`config.mk`:
```
export PLATFORM = sky130hd
export DESIGN_NAME = comparator_output_logic
export DESIGN_NICKNAME = d
export VERILOG_FILES = /design/src/cmp_pkg.sv /design/src/comparator_output_logic.sv
export VERILOG_INCLUDE_DIRS = /design/src /design/src/src
export SDC_FILE = /design/constraint.sdc
export NUM_CORES = 1
export LEC_CHECK = 0
export BUFFER_PORTS_ARGS = -buffer_cell sky130_fd_sc_hd__buf_2
export CORE_MARGIN = 3
export CORE_UTILIZATION = 45
export CTS_CLUSTER_SIZE = 12
export DETAILED_ROUTE_END_ITERATION = 6
export GPL_TIMING_DRIVEN = 0
export PLACE_DENSITY = 0.74
export SKIP_LAST_GASP = 1
export SLEW_MARGIN = 15
export SYNTH_ARGS = -nofsm -noshare
export SYNTH_HDL_FRONTEND = slang
export SYNTH_SLANG_ARGS = --single-unit
```
`constraint.sdc`:
```
create_clock -name i_clk_sys -period 6.06 [get_ports i_clk_sys]
set_input_delay 0.909 -clock i_clk_sys [delete_from_list [all_inputs] [get_ports i_clk_sys]]
set_output_delay 0.909 -clock i_clk_sys [all_outputs]
set_load 0.01 [all_outputs]
```
`src/cmp_consts.svh`:
```
// Operation
// - raw result is low when plus input is below minus input, high when above.
// - enable bit turns the comparator on; clear means off at lowest consumption.
// - result readable as status bit in control and as bit in summary register.
// - pin driven only when routed there, direction is output, and comparator enabled.
// - internal result registered each instruction cycle; pin output passes unlatched when the glitch filter is off.
// - invert bit at 0 passes the result, at 1 inverts it.
// - hysteresis enable bit adds separation voltage; clearing it removes hysteresis.
// - output offered as gate-control source for the gated timer.
// - sync bit latches output on gated timer clock falling edge, after prescaler.
// - gated timer counts on rising clock edge, opposite to the latch edge.
// - separate rise and fall detectors; an enabled edge sets the irq flag.
// - irq reaches the core only with enable, irq enable, group and global enables.
// - only software clears the flag; an edge during the clear keeps it set.
// - toggling invert or enable while off can still raise an edge interrupt.
// - three-bit positive select routes pin, ramp, converter, reference or ground.
// - with enable clear all input selections are disconnected.
// - three-bit negative select routes pin, fixed reference or analog ground.
// - with glitch filter on, a change cannot reverse for a nominal interval.
`ifndef CMP_CONSTS_SVH
`define CMP_CONSTS_SVH

`define CMP_OFF_CTRL_A   32'h0000_0000
`define CMP_OFF_CTRL_B   32'h0000_0004
`define CMP_OFF_SUMMARY  32'h0000_0008
`define CMP_OFF_IRQ      32'h0000_000C

`define CMP_A_EN      7
`define CMP_A_RESULT  6
`define CMP_A_INV     4
`define CMP_A_FILT    3
`define CMP_A_SPEED   2
`define CMP_A_HYS     1
`define CMP_A_SYNC    0
`define CMP_A_WMASK   8'h9F
`define CMP_A_RESET   8'h04

`define CMP_B_RISE    7
`define CMP_B_FALL    6
`define CMP_B_POS_HI  5
`define CMP_B_POS_LO  3
`define CMP_B_NEG_HI  2
`define CMP_B_NEG_LO  0
`define CMP_B_RESET   8'h00

`define CMP_Q_FLAG    0
`define CMP_Q_IE      1
`define CMP_Q_GRP     2
`define CMP_Q_GLB     3
`define CMP_Q_WMASK   4'hE
`define CMP_Q_RESET   4'h0

`define CMP_RESP_OKAY   2'h0
`define CMP_RESP_SLVERR 2'h2

`define CMP_FILT_NS   20
`define CMP_CLK_MHZ   40
`define CMP_FILT_RAW  ((`CMP_FILT_NS * `CMP_CLK_MHZ) / 1000)
`define CMP_FILT_CYC  ((`CMP_FILT_RAW < 1) ? 1 : `CMP_FILT_RAW)

`endif

```
`src/cmp_pkg.sv`:
```
package cmp_pkg;

  typedef struct packed {
    logic [31:0] awaddr;
    logic        awvalid;
    logic [31:0] wdata;
    logic [3:0]  wstrb;
    logic        wvalid;
    logic        bready;
    logic [31:0] araddr;
    logic        arvalid;
    logic        rready;
  } axi_req_t;

  typedef struct packed {
    logic        awready;
    logic        wready;
    logic        bvalid;
    logic [1:0]  bresp;
    logic        arready;
    logic        rvalid;
    logic [31:0] rdata;
    logic [1:0]  rresp;
  } axi_rsp_t;

  typedef struct packed {
    logic       enable;
    logic       high_speed;
    logic       hysteresis_enable;
    logic       inputs_connected;
    logic [2:0] positive_input_select;
    logic [2:0] negative_input_select;
  } analog_ctrl_t;

endpackage : cmp_pkg

```
`src/comparator_output_logic.sv`:
```
`timescale 1ns/1ps
`include "cmp_consts.svh"

module comparator_output_logic (
  // clock, reset, freeze
  input  wire  logic              i_clk_sys,
  input  wire  logic              i_rst,
  input  wire  logic              i_ce,
  // register bus
  input  wire  cmp_pkg::axi_req_t i_axi,
  output       cmp_pkg::axi_rsp_t o_axi,
  // analog front end
  input  wire  logic              i_raw_result,
  output       cmp_pkg::analog_ctrl_t o_analog,
  // output pin
  input  wire  logic              i_pin_route,
  input  wire  logic              i_pin_dir,
  output logic                    o_pin_out,
  output logic                    o_pin_oe,
  // gated timer
  input  wire  logic              i_tmr_clk,
  output logic                    o_gate_src,
  output logic                    o_tmr_count_edge,
  // result and interrupt
  output logic                    o_result,
  output logic                    o_cmp_irq
);
  import cmp_pkg::*;

  // register state
  logic [7:0]  cmp_control_a;
  logic [7:0]  cmp_control_b;
  logic [3:0]  irq_ctrl;
  logic [7:0]  next_cmp_control_a;
  logic [7:0]  next_cmp_control_b;
  logic [3:0]  next_irq_ctrl;

  // bus state
  logic        aw_hold;
  logic [31:0] aw_addr;
  logic        w_hold;
  logic [31:0] w_data;
  logic [3:0]  w_strb;
  logic        bvalid;
  logic [1:0]  bresp;
  logic        rvalid;
  logic [31:0] rdata;
  logic [1:0]  rresp;
  logic        next_aw_hold;
  logic [31:0] next_aw_addr;
  logic        next_w_hold;
  logic [31:0] next_w_data;
  logic [3:0]  next_w_strb;
  logic        next_bvalid;
  logic [1:0]  next_bresp;
  logic        next_rvalid;
  logic [31:0] next_rdata;
  logic [1:0]  next_rresp;

  // datapath state
  logic        filt_out;
  logic [3:0]  filt_hold;
  logic        result;
  logic        result_prev;
  logic        tmr_prev;
  logic        sync_latch;
  logic        next_filt_out;
  logic [3:0]  next_filt_hold;
  logic        next_sync_latch;

  // combinational helpers
  logic        aw_take;
  logic        w_take;
  logic        do_write;
  logic [31:0] wr_addr;
  logic [31:0] wr_data;
  logic [3:0]  wr_strb;
  logic        flag_clear;
  logic        polar;
  logic        ext_out;
  logic        rise_seen;
  logic        fall_seen;
  logic        tmr_fall;
  logic        en;

  assign en = cmp_control_a[`CMP_A_EN];

  // register bus
  assign o_axi.awready = !aw_hold && !bvalid;
  assign o_axi.wready  = !w_hold && !bvalid;
  assign o_axi.arready = !rvalid;
  assign o_axi.bvalid  = bvalid;
  assign o_axi.bresp   = bresp;
  assign o_axi.rvalid  = rvalid;
  assign o_axi.rdata   = rdata;
  assign o_axi.rresp   = rresp;

  assign aw_take  = i_axi.awvalid && o_axi.awready;
  assign w_take   = i_axi.wvalid && o_axi.wready;
  assign wr_addr  = aw_hold ? aw_addr : i_axi.awaddr;
  assign wr_data  = w_hold ? w_data : i_axi.wdata;
  assign wr_strb  = w_hold ? w_strb : i_axi.wstrb;
  // address and data may arrive in either order; the write lands once both are in
  assign do_write = (aw_hold || aw_take) && (w_hold || w_take) && !bvalid;
  assign flag_clear = do_write && wr_strb[0] && wr_data[`CMP_Q_FLAG]
                      && ({wr_addr[31:2], 2'b00} == `CMP_OFF_IRQ);

  always_comb begin
    next_aw_hold       = aw_hold;
    next_aw_addr       = aw_addr;
    next_w_hold        = w_hold;
    next_w_data        = w_data;
    next_w_strb        = w_strb;
    next_bvalid        = bvalid;
    next_bresp         = bresp;
    next_rvalid        = rvalid;
    next_rdata         = rdata;
    next_rresp         = rresp;
    next_cmp_control_a = cmp_control_a;
    next_cmp_control_b = cmp_control_b;
    next_irq_ctrl      = irq_ctrl;
    if (aw_take) begin
      next_aw_hold = 1'b1;
      next_aw_addr = i_axi.awaddr;
    end
    if (w_take) begin
      next_w_hold = 1'b1;
      next_w_data = i_axi.wdata;
      next_w_strb = i_axi.wstrb;
    end
    if (do_write) begin
      next_aw_hold = 1'b0;
      next_w_hold  = 1'b0;
      next_bvalid  = 1'b1;
      next_bresp   = `CMP_RESP_OKAY;
      case ({wr_addr[31:2], 2'b00})
        `CMP_OFF_CTRL_A: begin
          if (wr_strb[0]) begin
            next_cmp_control_a = wr_data[7:0] & `CMP_A_WMASK;
          end
        end
        `CMP_OFF_CTRL_B: begin
          if (wr_strb[0]) begin
            next_cmp_control_b = wr_data[7:0];
          end
        end
        `CMP_OFF_IRQ: begin
          if (wr_strb[0]) begin
            next_irq_ctrl = (irq_ctrl & ~`CMP_Q_WMASK)
                            | (wr_data[3:0] & `CMP_Q_WMASK);
          end
        end
        `CMP_OFF_SUMMARY: begin
          next_bresp = `CMP_RESP_OKAY;
        end
        default: begin
          next_bresp = `CMP_RESP_SLVERR;
        end
      endcase
    end
    // flag: only software clears it, and a fresh edge outranks the clear
    next_irq_ctrl[`CMP_Q_FLAG] = (irq_ctrl[`CMP_Q_FLAG] && !flag_clear)
                                 || rise_seen || fall_seen;
    if (bvalid && i_axi.bready) begin
      next_bvalid = 1'b0;
    end
    if (rvalid && i_axi.rready) begin
      next_rvalid = 1'b0;
    end
    if (i_axi.arvalid && o_axi.arready) begin
      next_rvalid = 1'b1;
      next_rresp  = `CMP_RESP_OKAY;
      next_rdata  = 32'h0000_0000;
      case ({i_axi.araddr[31:2], 2'b00})
        `CMP_OFF_CTRL_A: begin
          next_rdata[7:0] = cmp_control_a;
          next_rdata[`CMP_A_RESULT] = result;
        end
        `CMP_OFF_CTRL_B: begin
          next_rdata[7:0] = cmp_control_b;
        end
        `CMP_OFF_SUMMARY: begin
          next_rdata[0] = result;
        end
        `CMP_OFF_IRQ: begin
          next_rdata[3:0] = irq_ctrl;
        end
        default: begin
          next_rresp = `CMP_RESP_SLVERR;
        end
      endcase
    end
  end

  always_ff @(posedge i_clk_sys) begin
    if (i_rst) begin
      aw_hold       <= 1'b0;
      aw_addr       <= 32'h0000_0000;
      w_hold        <= 1'b0;
      w_data        <= 32'h0000_0000;
      w_strb        <= 4'h0;
      bvalid        <= 1'b0;
      bresp         <= `CMP_RESP_OKAY;
      rvalid        <= 1'b0;
      rdata         <= 32'h0000_0000;
      rresp         <= `CMP_RESP_OKAY;
      cmp_control_a <= `CMP_A_RESET;
      cmp_control_b <= `CMP_B_RESET;
      irq_ctrl      <= `CMP_Q_RESET;
    end else if (i_ce) begin
      aw_hold       <= next_aw_hold;
      aw_addr       <= next_aw_addr;
      w_hold        <= next_w_hold;
      w_data        <= next_w_data;
      w_strb        <= next_w_strb;
      bvalid        <= next_bvalid;
      bresp         <= next_bresp;
      rvalid        <= next_rvalid;
      rdata         <= next_rdata;
      rresp         <= next_rresp;
      cmp_control_a <= next_cmp_control_a;
      cmp_control_b <= next_cmp_control_b;
      irq_ctrl      <= next_irq_ctrl;
    end
  end

  // analog controls
  // a disabled comparator parks its muxes so no source is loaded
  always_comb begin
    o_analog.enable                = en;
    o_analog.high_speed            = cmp_control_a[`CMP_A_SPEED];
    o_analog.hysteresis_enable     = en && cmp_control_a[`CMP_A_HYS];
    o_analog.inputs_connected      = en;
    o_analog.positive_input_select = 3'h0;
    o_analog.negative_input_select = 3'h0;
    if (en) begin
      o_analog.positive_input_select =
        cmp_control_b[`CMP_B_POS_HI:`CMP_B_POS_LO];
      o_analog.negative_input_select =
        cmp_control_b[`CMP_B_NEG_HI:`CMP_B_NEG_LO];
    end
  end

  // output path
  // off forces the raw level low, so invert and enable toggles still make edges
  assign polar = (en && i_raw_result) ^ cmp_control_a[`CMP_A_INV];

  // one registered cycle already outlasts the nominal blocking time at this clock,
  // so the hold count only comes into play if the clock is raised
  always_comb begin
    next_filt_out  = polar;
    next_filt_hold = 4'h0;
    if (filt_hold != 4'h0) begin
      next_filt_out  = filt_out;
      next_filt_hold = filt_hold - 4'h1;
    end else if (polar != filt_out) begin
      next_filt_hold = 4'(`CMP_FILT_CYC - 1);
    end
  end

  // pin path stays combinational when unfiltered, at the cost of possible glitches
  assign ext_out   = cmp_control_a[`CMP_A_FILT] ? filt_out : polar;
  assign tmr_fall  = tmr_prev && !i_tmr_clk;
  assign rise_seen = result && !result_prev
                     && cmp_control_b[`CMP_B_RISE];
  assign fall_seen = !result && result_prev
                     && cmp_control_b[`CMP_B_FALL];

  always_comb begin
    next_sync_latch = sync_latch;
    if (tmr_fall) begin
      next_sync_latch = ext_out;
    end
  end

  always_ff @(posedge i_clk_sys) begin
    if (i_rst) begin
      filt_out    <= 1'b0;
      filt_hold   <= 4'h0;
      result      <= 1'b0;
      result_prev <= 1'b0;
      tmr_prev    <= 1'b0;
      sync_latch  <= 1'b0;
    end else if (i_ce) begin
      filt_out    <= next_filt_out;
      filt_hold   <= next_filt_hold;
      result      <= ext_out;
      result_prev <= result;
      tmr_prev    <= i_tmr_clk;
      sync_latch  <= next_sync_latch;
    end
  end

  assign o_result         = result;
  assign o_pin_out        = ext_out;
  assign o_pin_oe         = i_pin_route && !i_pin_dir && en;
  assign o_gate_src       = cmp_control_a[`CMP_A_SYNC] ? sync_latch : result;
  assign o_tmr_count_edge = !tmr_prev && i_tmr_clk;
  assign o_cmp_irq        = irq_ctrl[`CMP_Q_FLAG] && en && irq_ctrl[`CMP_Q_IE]
                            && irq_ctrl[`CMP_Q_GRP] && irq_ctrl[`CMP_Q_GLB];

endmodule : comparator_output_logic

```
# Word level (Yosys, flattened, before mapping)
# Index checks and enable logic that the tools add are counted.
# word_totals
regBits,84
in_bits,112
latch_bits,0
romBits,0
out_inout_bits,57
mem_count,0
word_cells,113
ramBits,0
# op_classes
n_eq_ne,6
add_sub_neg,1
n_bitwise,3
n_reduce_logical,63
shift,0
n_lt_le_gt_ge,0
n_div,0
mul,0
mux,20
# ops
operator,n
30-bit by 2-bit == test with 1-bit output (second input constant),4
30-bit by 1-bit == test with 1-bit output (second input constant),2
30-bit zero test,2
32-bit two-way mux,1
1-bit logical AND,27
2-bit AND reduction,10
4-bit AND reduction,3
1-bit two-way mux,11
1-bit zero test,10
3-bit case mux with 3 select lines,1
8-bit two-way mux,1
4-bit case mux with 2 select lines,1
2-bit nonzero test,4
4-bit OR reduction,2
6-bit two-way mux,1
1-bit logical OR,4
2-bit two-way mux,2
4-bit two-way mux,1
1-bit by 4-bit bitwise OR with 4-bit output,1
1-bit case mux with 4 select lines,1
4-bit nonzero test,1
4-bit by 1-bit subtractor with 4-bit output (second input constant),1
1-bit inverter,1
1-bit bitwise XOR,1

# Depth between registers and ports, before layout
# logic_depth
word_depth,13
mapped_depth,6

# Worst setup path before layout
# Ideal clock, no wire load.
# synth_path
path_kind,input -> register
from,input i_axi[86] (netlist name)
to,register cmp_control_b[5]
path_buffers,0
t_arrival_ps,2333
t_required_ps,5939
slack_ps,3607
cell_stages,5
cell_sequence,nor4_1 > nand3_1 > a22oi_1 > nand4_4 > mux2_2
# synth_via
elab_chain_len,3
# synth_lines
item,line_no,rtl
from (decl),comparator_output_logic.sv:10,"input wire cmp_pkg::axi_req_t i_axi,"
32-bit two-way mux,comparator_output_logic.sv:100,assign wr_addr = aw_hold ? aw_addr : i_axi.awaddr;
30-bit by 1-bit == test with 1-bit output,comparator_output_logic.sv:136,"case ({wr_addr[31:2], 2'b00})"
4-bit AND reduction (no source line),--,
to (signal assigned),comparator_output_logic.sv:208,cmp_control_b <= `CMP_B_RESET;
to (signal assigned),comparator_output_logic.sv:222,cmp_control_b <= next_cmp_control_b;
to (decl),comparator_output_logic.sv:32,logic [7:0] cmp_control_b;
# Every way passes these cells.
# A chain may end at the register's enable or synchronous reset.

==> qor.yml <==
maxCapViolations: 0
routed-wl-met2_um: 4660
max_freq_mhz: 378
relSlewSlack_pct: 42.8
drt-total-wl_um: 9540
route.detailed.drc: 0
numPortBuffers: 111
clock_skew_ns: 0.0135
cp_slowest_stage_delay_ns: 0.51
multiInputGateArea_um2: 2000
whs_path_depth: 2
r2r-end: "cmp_control_b[6]"
cp_cell_sequence: "clkbuf_1 > buf_1 > nor2_1 > buf_2"
avgViaCountPerCell: 4.91
die_h_um: 98.4
clockPowerShare_pct: 38.1
seq_area_um2: 1600
ys_top_cells_by_area: "dfxtp_1 42%, mux2i_1 9.4%, nand2_1 9.2%, a21oi_1 6.4%, buf_4 6.1%"
r2r_cells: 5
worst_pin_slew_ns: 0.851
grt_pass1_vias: 3287
vias: 3535
rows: 33
cts_tree: "yes"
ys_async_sr_fraction_pct: 0
fillCellCount: 764
htreeDepth: 3
worstPathMaxFanout: 10
core_um2: 8260
antenna_left: 0
wl_per_cell_um: 13.2
top_layer: "met4"
antenna_found_initial: 0
initial_core_util_pct: 46.6
min_period_ns: 2.65
finalSetupViolations: 0
final_cell_mix: "112 x buf_2, 94 x nand2_1, 80 x dfxtp_1"
grt_start_max_net_pins: 15
hold_path_end: "w_data[2]"
reg2reg_from: "aw_hold"
postCtsSetupBuffers: 0
r2r_slack_ns: 3.71
pwr-share-seq_pct: 48.7
period_share_pct: 43.7
pwr-share-comb_pct: 13.2
dr_wl_met3_um: 671
cts_buffers: 9
ir_drop_mv: 0.121
arrival_ns: 1.74
finalMaxSlewViolations: 0
worst_slack_ns: 3.41
die_x_um: 98.4
placed_cells_incl_taps: 704
io_pins: 169
cts_resized: 0
worstSkewPairLatency_ns: 0.36
sw_frac_of_total_pct: 25.6
hpwl_um: 7530
p_per_area_nw_per_um2: 234
final_common_cell: "buf_2"
gp_congestion: 0.827
first_iter_violations: 148
pre_cts_ws_ns: 3.15
end_kind: "output pin"
area_delta_synth_final_pct: 26.0
synth_top_area_cell: "dfxtp_1"
dieArea_um2: 9690
wl_met1_um: 4060
grt.total_usage_pct: 19.1
synth_top_area_share_pct: 41.7
clk_pin_slew_ns: 0.08
synthDistinctLibCells: 40
synth.avg_cell_area_um2: 8.30
syn-cell-area_um2: 3840
cp_slowest_cell: "buf_1"
fin_hold_ws_ns: 0.455
p_total_mw: 1.13
tns_ns: 0
drive_gt1_share_pct: 28.8
ctsHoldBuffers: 0
synth-seq-cells: 80
hold_path_startpoint: "w_data[2]"
cts.sinks: 80
rsz0062_at_grt: "false"
crit_type: "reg2out"
antenna_cells: 0
netlist_instances: 463
grt_pass1_wl_um: 15100
final-hold-violation-count: 0
final_nets: 722
ys.flop_type: "dfxtp_1"
synth_edf_count: 0
clockBufferDepth: 2
grt-ovfl-total: 0
required_ns: 5.15
leakagePower_nw: 2.18
critPathLaunchType: "flip-flop"
yosysWarnings: 0
net-switching-power_uw: 290
final_cells: 720
drt-pass1-iter-count: 4
internal-power_uw: 842
yosysSeqAreaShare_pct: 41.7
clock-root-buffer: "clkbuf_8"
hold_path.class: "reg2reg"
status: "finished, final reports clean"
## sequential cells by signal, indices dropped and copies added, names as in the netlist, 4 cells and up
name	cells
rdata	8
irq_ctrl	4
filt_hold	4
cmp_control_b	8
cmp_control_a	6
w_data	8
aw_addr	30
## layout make-up
cell class / instances / share of cell area (%)
plain buffers: 56 / 6.76
clock buffers: 10 / 2.63
inverters: 3 / 0.232
multi-input cells: 349 / 41.2
flip-flops and latches: 80 / 33.0
well taps: 105 / 2.71
repair buffers: 111 / 11.5
clock inverters: 6 / 1.91
## worst max-delay path by stage
stage / start / end / slack (ns) / cells past startpoint
3_3_place_gp: i_axi[94] / cmp_control_b[5] / 3.20 / 6
6_report: w_hold / o_axi[39] / 3.41 / 4
3_5_place_dp: i_ce / cmp_control_b[5] / 3.15 / 6
4_1_cts: w_hold / o_axi[39] / 3.40 / 4
5_1_grt: w_hold / o_axi[39] / 3.32 / 4
2_1_floorplan: i_axi[86] / cmp_control_b[5] / 3.61 / 5
## worst max-delay path, delay by kind of cell (launching register included)
| kind | cells | cell delay, ns |
|---|---|---|
| buffers and inverters | 3 | 0.95 |
| DFF | 1 | 0.31 |
| and+or+nand+nor | 1 | 0.13 |
## power groups by stage
stage	logic, mW	registers [mW]	clock network, mW
3_5_place_dp	0.148	0.564	0
5_1_grt	0.166	0.553	0.458
3_3_place_gp	0.145	0.563	0
6_report	0.149	0.551	0.431
2_1_floorplan	0.0933	0.562	0
4_1_cts	0.149	0.551	0.438
## routing by layer
layer	vias up	track usage [%]
met3	12	4.95
met4	0	6.93
li1	1823	-
met5	-	0
met2	114	32.1
met1	1586	23.8
## logic make-up after synthesis
kind of cell	after synthesis	share of synthesized area (%)
buf+inv	59	8.82
other cells	1	0.0975
simple gates	211	27.1
mux	42	11.4
flops	80	41.7
compound gates	69	10.7
xor+xnor	1	0.228
## per-stage QoR
stage	utilization, %	area [um^2]
2_1_floorplan	-	3940
3_3_place_gp	56.0	4630
3_5_place_dp	56.0	4630
4_1_cts	58.7	4850
5_1_grt	58.7	4850
6_report	58.7	4850
## cell usage after synthesis, types with 2 or more instances
cell type	n
clkbuf_1	23
nor4b_1	2
inv_1	3
and3b_1	2
nor2_1	29
nand3_1	7
nor4_1	14
nor3_1	14
nor2b_1	4
nand2_1	94
mux2i_1	36
nand2b_1	16
dfxtp_1	80
or2_2	8
a21oi_1	49
nand4_1	3
mux2_2	5
nand3b_1	2
a22oi_1	7
and2_1	8
o21ai_0	5
nand4b_1	3
nand4_4	2
buf_4	31
(Power assumes the default switching activity.)
